<file path="src/rtl/rvc_pkg.sv">
// Shared constants and types of the restore-value command path, host end and device end.
package rvc_pkg;

  // Command codes.
  localparam logic [7:0] RVC_CMD_RESTORE  = 8'h0E;
  localparam logic [7:0] RVC_CMD_TRANSFER = 8'h0F;

  // Parameter list layout in bytes.
  localparam int         RVC_PRM_BYTES     = 8;
  localparam int         RVC_KEY_BYTES     = 6;
  localparam logic [2:0] RVC_PRM_BLOCK_OFS = 3'h0;
  localparam logic [2:0] RVC_PRM_SEL_OFS   = 3'h1;
  localparam logic [2:0] RVC_PRM_KEY_OFS   = 3'h2;
  localparam logic [2:0] RVC_PRM_LAST_SHORT = 3'h1;
  localparam logic [2:0] RVC_PRM_LAST_LONG  = 3'h7;

  // Key selector fields.
  localparam int         RVC_SEL_KEYB_BIT   = 7;
  localparam int         RVC_SEL_INLINE_BIT = 6;
  localparam int         RVC_KEYNUM_W       = 6;
  localparam int         RVC_KEY_COUNT      = 40;
  localparam logic [5:0] RVC_KEYNUM_MAX     = 6'h27;

  // Result codes returned to the host.
  localparam logic [7:0] RVC_RES_OK       = 8'h00;
  localparam logic [7:0] RVC_RES_AUTH_ERR = 8'h01;
  localparam logic [7:0] RVC_RES_FMT_ERR  = 8'h02;
  localparam logic [7:0] RVC_RES_KEY_ERR  = 8'h03;
  localparam logic [7:0] RVC_RES_TAG_ERR  = 8'h04;
  localparam logic [7:0] RVC_RES_UNSUPP   = 8'h05;
  localparam logic [7:0] RVC_RES_RESET    = 8'h00;

  // Operations requested from the tag engine.
  typedef enum logic [1:0] {
    RVC_OP_AUTH    = 2'b00,
    RVC_OP_CHECK   = 2'b01,
    RVC_OP_RESTORE = 2'b10
  } rvc_tag_op_type;

  // Device sequencer states.
  typedef enum logic [2:0] {
    RVC_D_IDLE    = 3'b000,
    RVC_D_AUTH    = 3'b001,
    RVC_D_CHECK   = 3'b010,
    RVC_D_RESTORE = 3'b011,
    RVC_D_ANSWER  = 3'b100
  } rvc_dev_state_type;

  // Host sequencer states.
  typedef enum logic [2:0] {
    RVC_H_IDLE  = 3'b000,
    RVC_H_PARAM = 3'b001,
    RVC_H_CMD   = 3'b010,
    RVC_H_WAIT  = 3'b011,
    RVC_H_DONE  = 3'b100
  } rvc_host_state_type;

endpackage

</file>
<file path="src/rtl/rvc_if.sv">
// Command interface joining the host end and the device end.
interface rvc_if (
  input wire logic i_ref_clk,
  input wire logic i_resetn
);
  logic       prm_we;
  logic [2:0] prm_idx;
  logic [7:0] prm_data;
  logic       cmd_we;
  logic [7:0] cmd_code;
  logic       busy;
  logic       rsp_valid;
  logic [7:0] rsp_result;

  modport host_mp (
    input  i_ref_clk, i_resetn, busy, rsp_valid, rsp_result,
    output prm_we, prm_idx, prm_data, cmd_we, cmd_code
  );

  modport dev_mp (
    input  i_ref_clk, i_resetn, prm_we, prm_idx, prm_data, cmd_we, cmd_code,
    output busy, rsp_valid, rsp_result
  );
endinterface

</file>
<file path="src/rtl/rvc_device.sv">
// Device end: restore-value command sequencer between the command interface and the tag engine.
module rvc_device (
  rvc_if.dev_mp                     bus,
  input  wire logic                 i_key_we,
  input  wire logic [5:0]           i_key_idx,
  input  wire logic [47:0]          i_key_data,
  input  wire logic                 i_tag_done,
  input  wire logic                 i_tag_ok,
  output logic                      o_tag_req,
  output rvc_pkg::rvc_tag_op_type   o_tag_op,
  output logic [7:0]                o_tag_block,
  output logic [47:0]               o_tag_key,
  output logic                      o_tag_key_b
);
  import rvc_pkg::*;

  logic [7:0]        prm_q [RVC_PRM_BYTES];
  logic [47:0]       key_mem [RVC_KEY_COUNT];
  rvc_dev_state_type state_q;
  logic              busy_q;
  logic              rsp_valid_q;
  logic [7:0]        result_q;
  logic              tag_req_q;
  rvc_tag_op_type    tag_op_q;
  logic [7:0]        block_q;
  logic [47:0]       key_q;
  logic              key_b_q;
  logic [7:0]        sel;
  logic [5:0]        keynum;
  logic [47:0]       inline_key;
  logic [47:0]       stored_key;
  logic              keynum_bad;
  logic [7:0]        pend_q;
  logic              cmd_take;
  logic              cmd_ok;
  logic              key_ok;

  // Interface and tag outputs are plain flop copies.
  assign bus.busy       = busy_q;
  assign bus.rsp_valid  = rsp_valid_q;
  assign bus.rsp_result = result_q;
  assign o_tag_req      = tag_req_q;
  assign o_tag_op       = tag_op_q;
  assign o_tag_block    = block_q;
  assign o_tag_key      = key_q;
  assign o_tag_key_b    = key_b_q;

  // Parameter bytes are frozen while a command runs so the key cannot change under it.
  always_ff @(posedge bus.i_ref_clk or negedge bus.i_resetn) begin
    if (!bus.i_resetn) begin
      for (int i = 0; i < RVC_PRM_BYTES; i++) begin
        prm_q[i] <= 8'h00;
      end
    end else if (bus.prm_we && !busy_q) begin
      prm_q[bus.prm_idx] <= bus.prm_data;
    end
  end

  // Key storage has no reset; software loads it before the first command.
  always_ff @(posedge bus.i_ref_clk) begin
    if (i_key_we && (i_key_idx <= RVC_KEYNUM_MAX)) begin
      key_mem[i_key_idx] <= i_key_data;
    end
  end

  // Decode of the selector byte and assembly of the inline key.
  assign sel        = prm_q[RVC_PRM_SEL_OFS];
  assign keynum     = sel[RVC_KEYNUM_W-1:0];
  assign keynum_bad = (keynum > RVC_KEYNUM_MAX);
  assign stored_key = keynum_bad ? 48'h0000_0000_0000 : key_mem[keynum];

  // The byte at the key offset is the least significant one.
  always_comb begin
    inline_key = 48'h0000_0000_0000;
    for (int i = 0; i < RVC_KEY_BYTES; i++) begin
      inline_key[8*i +: 8] = prm_q[int'(RVC_PRM_KEY_OFS) + i];
    end
  end

  // Commands are taken only while idle; one that arrives during a run is dropped rather
  // than queued, which keeps the sequencer free of any backlog.
  assign cmd_take = (state_q == RVC_D_IDLE) && bus.cmd_we;
  assign cmd_ok   = (bus.cmd_code == RVC_CMD_RESTORE);
  assign key_ok   = sel[RVC_SEL_INLINE_BIT] || !keynum_bad;

  // Sequencer: authenticate, check the value format, restore, then answer.
  always_ff @(posedge bus.i_ref_clk or negedge bus.i_resetn) begin
    if (!bus.i_resetn) begin
      state_q <= RVC_D_IDLE;
    end else begin
      unique case (state_q)
        RVC_D_IDLE: begin
          if (cmd_take) begin
            state_q <= (cmd_ok && key_ok) ? RVC_D_AUTH : RVC_D_ANSWER;
          end
        end
        RVC_D_AUTH: begin
          if (i_tag_done) begin
            state_q <= i_tag_ok ? RVC_D_CHECK : RVC_D_ANSWER;
          end
        end
        RVC_D_CHECK: begin
          // A block that fails the format check is never handed to the restore step.
          if (i_tag_done) begin
            state_q <= i_tag_ok ? RVC_D_RESTORE : RVC_D_ANSWER;
          end
        end
        RVC_D_RESTORE: begin
          // No write-back follows; persisting the value is the host's job.
          if (i_tag_done) begin
            state_q <= RVC_D_ANSWER;
          end
        end
        RVC_D_ANSWER: begin
          state_q <= RVC_D_IDLE;
        end
        default: begin
          state_q <= RVC_D_IDLE;
        end
      endcase
    end
  end

  // Busy covers the whole run and falls on the edge that raises the answer strobe.
  always_ff @(posedge bus.i_ref_clk or negedge bus.i_resetn) begin
    if (!bus.i_resetn) begin
      busy_q      <= 1'b0;
      rsp_valid_q <= 1'b0;
    end else begin
      rsp_valid_q <= (state_q == RVC_D_ANSWER);
      if (cmd_take) begin
        busy_q <= 1'b1;
      end else if ((state_q == RVC_D_ANSWER) || (state_q == RVC_D_IDLE)) begin
        busy_q <= 1'b0;
      end
    end
  end

  // The outcome waits in a side register and is shown together with the answer strobe,
  // so the result the host sees never changes between two answers.
  always_ff @(posedge bus.i_ref_clk or negedge bus.i_resetn) begin
    if (!bus.i_resetn) begin
      pend_q   <= RVC_RES_RESET;
      result_q <= RVC_RES_RESET;
    end else begin
      if (state_q == RVC_D_ANSWER) begin
        result_q <= pend_q;
      end
      unique case (state_q)
        RVC_D_IDLE: begin
          if (cmd_take && !cmd_ok) begin
            pend_q <= RVC_RES_UNSUPP;
          end else if (cmd_take && !key_ok) begin
            pend_q <= RVC_RES_KEY_ERR;
          end
        end
        RVC_D_AUTH: begin
          if (i_tag_done && !i_tag_ok) begin
            pend_q <= RVC_RES_AUTH_ERR;
          end
        end
        RVC_D_CHECK: begin
          if (i_tag_done && !i_tag_ok) begin
            pend_q <= RVC_RES_FMT_ERR;
          end
        end
        RVC_D_RESTORE: begin
          if (i_tag_done) begin
            pend_q <= i_tag_ok ? RVC_RES_OK : RVC_RES_TAG_ERR;
          end
        end
        default: begin
        end
      endcase
    end
  end

  // One request pulse per tag step; block and key are latched once, at the start of a run.
  always_ff @(posedge bus.i_ref_clk or negedge bus.i_resetn) begin
    if (!bus.i_resetn) begin
      tag_req_q <= 1'b0;
      tag_op_q  <= RVC_OP_AUTH;
      block_q   <= 8'h00;
      key_q     <= 48'h0000_0000_0000;
      key_b_q   <= 1'b0;
    end else begin
      tag_req_q <= 1'b0;
      unique case (state_q)
        RVC_D_IDLE: begin
          if (cmd_take && cmd_ok && key_ok) begin
            block_q   <= prm_q[RVC_PRM_BLOCK_OFS];
            key_q     <= sel[RVC_SEL_INLINE_BIT] ? inline_key : stored_key;
            key_b_q   <= sel[RVC_SEL_KEYB_BIT];
            tag_op_q  <= RVC_OP_AUTH;
            tag_req_q <= 1'b1;
          end
        end
        RVC_D_AUTH: begin
          if (i_tag_done && i_tag_ok) begin
            tag_op_q  <= RVC_OP_CHECK;
            tag_req_q <= 1'b1;
          end
        end
        RVC_D_CHECK: begin
          if (i_tag_done && i_tag_ok) begin
            tag_op_q  <= RVC_OP_RESTORE;
            tag_req_q <= 1'b1;
          end
        end
        default: begin
        end
      endcase
    end
  end

endmodule

</file>
<file path="src/flat_wrapper.sv">
// flat-port wrapper written by rule: the top's interface ports become plain ports
module rvc_device_flat import rvc_pkg::*;
  (i_key_we, i_key_idx, i_key_data, i_tag_done, i_tag_ok, o_tag_req, o_tag_op, o_tag_block, o_tag_key, o_tag_key_b, i_ref_clk, i_resetn, bus_prm_we, bus_prm_idx, bus_prm_data, bus_cmd_we, bus_cmd_code, bus_busy, bus_rsp_valid, bus_rsp_result);
  rvc_if bus_i (.i_ref_clk(i_ref_clk), .i_resetn(i_resetn));
  input  wire logic i_key_we;
  input  wire logic [5:0] i_key_idx;
  input  wire logic [47:0] i_key_data;
  input  wire logic i_tag_done;
  input  wire logic i_tag_ok;
  output logic o_tag_req;
  output rvc_pkg::rvc_tag_op_type o_tag_op;
  output logic [7:0] o_tag_block;
  output logic [47:0] o_tag_key;
  output logic o_tag_key_b;
  input wire logic i_ref_clk;
  input wire logic i_resetn;
  input wire logic [$bits(bus_i.prm_we)-1:0] bus_prm_we;
  input wire logic [$bits(bus_i.prm_idx)-1:0] bus_prm_idx;
  input wire logic [$bits(bus_i.prm_data)-1:0] bus_prm_data;
  input wire logic [$bits(bus_i.cmd_we)-1:0] bus_cmd_we;
  input wire logic [$bits(bus_i.cmd_code)-1:0] bus_cmd_code;
  output wire logic [$bits(bus_i.busy)-1:0] bus_busy;
  output wire logic [$bits(bus_i.rsp_valid)-1:0] bus_rsp_valid;
  output wire logic [$bits(bus_i.rsp_result)-1:0] bus_rsp_result;
  assign bus_i.prm_we = bus_prm_we;
  assign bus_i.prm_idx = bus_prm_idx;
  assign bus_i.prm_data = bus_prm_data;
  assign bus_i.cmd_we = bus_cmd_we;
  assign bus_i.cmd_code = bus_cmd_code;
  assign bus_busy = bus_i.busy;
  assign bus_rsp_valid = bus_i.rsp_valid;
  assign bus_rsp_result = bus_i.rsp_result;
  rvc_device u_core (.bus(bus_i), .i_key_we(i_key_we), .i_key_idx(i_key_idx), .i_key_data(i_key_data), .i_tag_done(i_tag_done), .i_tag_ok(i_tag_ok), .o_tag_req(o_tag_req), .o_tag_op(o_tag_op), .o_tag_block(o_tag_block), .o_tag_key(o_tag_key), .o_tag_key_b(o_tag_key_b));
endmodule
</file>
<file path="config.mk">
export PLATFORM = sky130hd
export DESIGN_NAME = rvc_device_flat
export DESIGN_NICKNAME = d
export VERILOG_FILES = /design/src/rtl/rvc_pkg.sv /design/src/rtl/rvc_if.sv /design/src/rtl/rvc_device.sv /design/src/flat_wrapper.sv
export SDC_FILE = /design/constraint.sdc
export NUM_CORES = 2
export LEC_CHECK = 0
export ABC_AREA = 1
export BUFFER_PORTS_ARGS = -buffer_cell sky130_fd_sc_hd__buf_2
export CAP_MARGIN = 10
export CELL_PAD_IN_SITES_DETAIL_PLACEMENT = 1
export CELL_PAD_IN_SITES_GLOBAL_PLACEMENT = 1
export CORE_MARGIN = 2
export CORE_UTILIZATION = 55
export DETAILED_ROUTE_END_ITERATION = 7
export PLACE_DENSITY_LB_ADDON = 0.1
export SKIP_LAST_GASP = 1
export SYNTH_ARGS = -nofsm -noshare
export SYNTH_HDL_FRONTEND = slang
export SYNTH_SLANG_ARGS = --single-unit
</file>
<file path="constraint.sdc">
create_clock -name i_ref_clk -period 3.6 [get_ports i_ref_clk]
set_clock_uncertainty 0.05 [all_clocks]
set_input_delay 0.54 -clock i_ref_clk [delete_from_list [all_inputs] [get_ports i_ref_clk]]
set_output_delay 0.54 -clock i_ref_clk [all_outputs]
set_load 0.01 [all_outputs]
</file>
==> summary by stage <==
Outcome
The run finished with clean final reports.

Global routing
The number of global-route vias before repair was between 60000 and 70000. The global route total overflow is 0. Entering global routing, the biggest net connects 178 pins.

The number of antenna violations at the first check in global routing came to 10. Across every metal layer, demand over resource in global routing totals 36.3%. The global-route wire length before repair is between 400000 and 500000 um.

Hold path
The end point of the worst hold path is u_core.pend_q[0]$_DFFE_PN0P_. The worst hold path belongs to the class input pin to flop. The worst hold path begins at i_tag_ok. The count of cells along the worst hold path is 4.

Final layout
From synthesis to final layout, the design area changed by 12.9%. After the last flow step, the layout net total stands at 7244. The filler cells instantiated in the layout total between 10000 and 15000. The post-route netlist has about a tenth of its cells at a drive strength greater than 1.

Worst setup path
In this run the critical register-to-register path is captured at u_core.o_tag_key[11]$_DFFE_PN0P_. The data arrival time of the critical path is approximately 3800 ps. The number of buffer and inverter stages on the critical path is 2. The most critical setup path has its startpoint at u_core.sel[0]$_DFFE_PN0P_.

STA classifies the critical path startpoint as a flop. The cell repeated most along the worst path is nand2_1. The cell count of the worst reg-to-reg path is 12. The kind of cell adding the most delay to the critical path is simple AND/OR/NAND/NOR gates.

The critical path goes through inv_16, buf_12, nand2_1, nand3_1, nand3_1, nand2_1, nand2_1, nand3_1, nand3_1, nand2_1, nand2_1, a21boi_1. The critical path data required time is about 4300 ps. The critical path class is flop to flop. Setup slack on the worst reg-to-reg path comes out at ~500 ps. The largest fanout on the critical path is roughly 110.

The slowest stage of the critical path is the dfrtp_4 cell. The startpoint of the most critical register-to-register path is u_core.sel[0]$_DFFE_PN0P_. For this run, the slowest stage of the critical path takes 630 ps.

The worst setup path is captured at a flop.

Yosys
The mapped netlist covers between 0.08 and 0.09 sq mm. Summed over all instances, the cell type with the most area after synthesis is edfxtp_1. Yosys printed 0 warnings.

By count the netlist is led by 2222 x nand2_1, 1920 x edfxtp_1, 1323 x nand3_1, 283 x nor2_1, 248 x o21ai_0. Summed over its instances, the top area cell type makes up between 60 and 70% of the synthesized netlist area. The proportion of synthesized chip area in sequential cells is around three quarters. Yosys mapped the design onto 28 distinct sky130hd cell types. Counting flops with a built-in enable in the synthesized netlist gives 1920.

After synthesis, the share of flip-flops with an asynchronous set or reset is roughly 6.6%. Yosys attributes the largest share of cell area to edfxtp_1 69%, nand2_1 10%, nand3_1 8.0%. The most common cell in the synthesized netlist is nand2_1. The synthesized area per cell is 11.8 sq um. The primary flip-flop cell chosen by synthesis mapping is edfxtp_1. The number of flip-flops and latches in the synthesized netlist is between 2000 and 2500. After technology mapping, the gate count stands at 7061.

STA
At the pin with the least slew margin, the transition time is between 1000 and 1500 ps. Setup repair after global routing left no endpoint under its margin. The sum of negative setup slack is 0 ps.

After layout, the worst setup slack is between 400 and 500 ps. The worst pin sits at a relative slew slack of roughly 22%. The final count of pins violating max slew was 0. The hold violation total from the final report was 0. The final period utilization is between 80% and 90%. The maximum operating frequency is 322 MHz.

Hold timing on the final database bottoms out at a slack of ~74 ps. The time the final worst path needs with I/O delays and setup is between 3000 and 4000 ps. The final setup violation count is 0.

Floorplan
The number of top-level pins is 150. Once the floorplan was initialized, standard cells occupied 55.4% of the core. The area of the placeable core is about 0.15 sq mm.

The die span in x is 393 um. The die is ~390 um tall. The die footprint is 0.154 sq mm. The standard-cell row count is ~140.

Pwr
For this design the ratio of total power to cell area is 704 mW/mm^2. The worst-case IR drop observed on VDD is ~0.83 mV. The total leakage power is roughly 35 nW. The overall power is roughly 66 mW.

Clock tree
The number of buffers added by the clock tree synthesis step is around 210. The CTS clock-pin slew for the worst setup and hold paths is 60 ps. The buffer depth of the longest clock path is 3. Gates resized during post-CTS repair numbered 0. For this design, the sink count on the clock tree is approximately 2000. For the worst-skew pair, the clock arrives at the later sink with an insertion delay of 850 ps. After clock tree synthesis, the flow added hold-fix buffers numbering 4. TritonCTS built the clock tree. The number of levels in the clock H-tree is 4. The number of buffers inserted to repair setup after CTS is 0.

In this run the clock root is driven by a clkbuf_16.

Placed design
The setup slack at placement is roughly 510 ps. In this run the tool buffered the top-level ports with 144 buffer cells. The HPWL reported at the end of detailed placement is 149000 um. Routability-driven placement finished with a final weighted congestion of ~0.8.

Routing
The number of vias per cell is 6.30. Before antenna repair, the detailed router went through 6 iterations. The per-cell routed wire length is roughly 30 um.

The final routed DRC violation total is 0. The total wire length after detailed routing is ~280000 um. For this block, the initial DRC count from the detailed router was between 6000 and 7000. The final route contains 59000 vias.

The detail route stage leaves a number of antenna-violating nets equal to 0.

Run
The tool flagged a number of max-cap violations equal to 0.
## cell type report
type | instances | area (sq um) | area share (%)
Antenna cell | 3 | 7.51 | 0.00800
Clock buffer | 276 | 5710 | 6.09
Clock inverter | 112 | 1270 | 1.36
Inverter | 241 | 937 | 0.998
Multi-Input combinational cell | 4325 | 19200 | 20.5
Sequential cell | 2055 | 61100 | 65.0
Tap cell | 2016 | 2520 | 2.69
Timing Repair Buffer | 336 | 3150 | 3.36
## worst min-delay path: stages
cell and delay [ps]:
buf_2 110, nand2_1 60, nand3_1 130, o21ai_0 90
## sequential cells by signal, summed over array words and instances, names as in the netlist, 8 cells and up
register and count:
u_core.o_tag_block 8, u_core.prm_q 8, u_core.key_mem 1920, u_core.inline_key 48
u_core.o_tag_key 48, u_core.sel 8
## worst max-delay path by stage
| stage | cells past startpoint | slack, ps | endpoint |
|---|---|---|---|
| 2_1_floorplan | 4 | -530 | u_core.key_mem[23][0]$_DFFE_PP_ |
| 3_3_place_gp | 6 | 580 | u_core.key_mem[8][32]$_DFFE_PP_ |
| 3_5_place_dp | 6 | 510 | u_core.key_mem[8][32]$_DFFE_PP_ |
| 4_1_cts | 12 | 580 | u_core.o_tag_key[11]$_DFFE_PN0P_ |
| 5_1_grt | 12 | 350 | u_core.o_tag_key[8]$_DFFE_PN0P_ |
| 6_report | 12 | 500 | u_core.o_tag_key[11]$_DFFE_PN0P_ |
## per-stage QoR
step / utilization (%) / cells / instance area [sq um]
4_1_cts: 62.6 / 9361 / 93900
6_report: 62.6 / 9364 / 93900
3_5_place_dp: 57.9 / 8969 / 86800
5_1_grt: 62.6 / 9363 / 93900
3_3_place_gp: 57.9 / 8969 / 86800
2_1_floorplan: - / 7065 / 83100
## layout by cell type, fill, tap and decap left out, drive strengths merged, types with 82 or more instances in the layout
cell type	instances
buf	332
o22ai	86
nand2	2222
nand3	1323
clkbuf	276
dfrtp	135
nor2	284
inv	243
o21ai	250
edfxtp	1920
clkinv	82
## layer usage
layer	share of wire, %	vias up	global-route usage (%)	routed length [um]
li1	-	24900	-	-
met5	0.023	-	0	64
met4	5.8	10	19.8	16300
met1	37	30300	46.7	104000
met2	48	3106	59.2	136000
met3	8.5	762	5.87	23800
## logic make-up (layout without fill, tap and decap cells)
group,count (synthesis),count (layout),share of synthesized area [%]
other cells,1,8,0.00451
simple gates,3840,3840,19.4
mux,9,9,0.122
buf+inv,685,965,3.93
compound gates,471,471,3.15
flops,2055,2055,73.4
## report_power, final
group          total, mW  internal (mW)  leakage (nW)  switching, mW
Clock               22.3           12.9          3.43           9.33
Combinational       16.8           4.43          12.5           12.4
Sequential          27.0           26.6          18.8          0.399
Note: power is estimated with default switching activity, not from simulation.
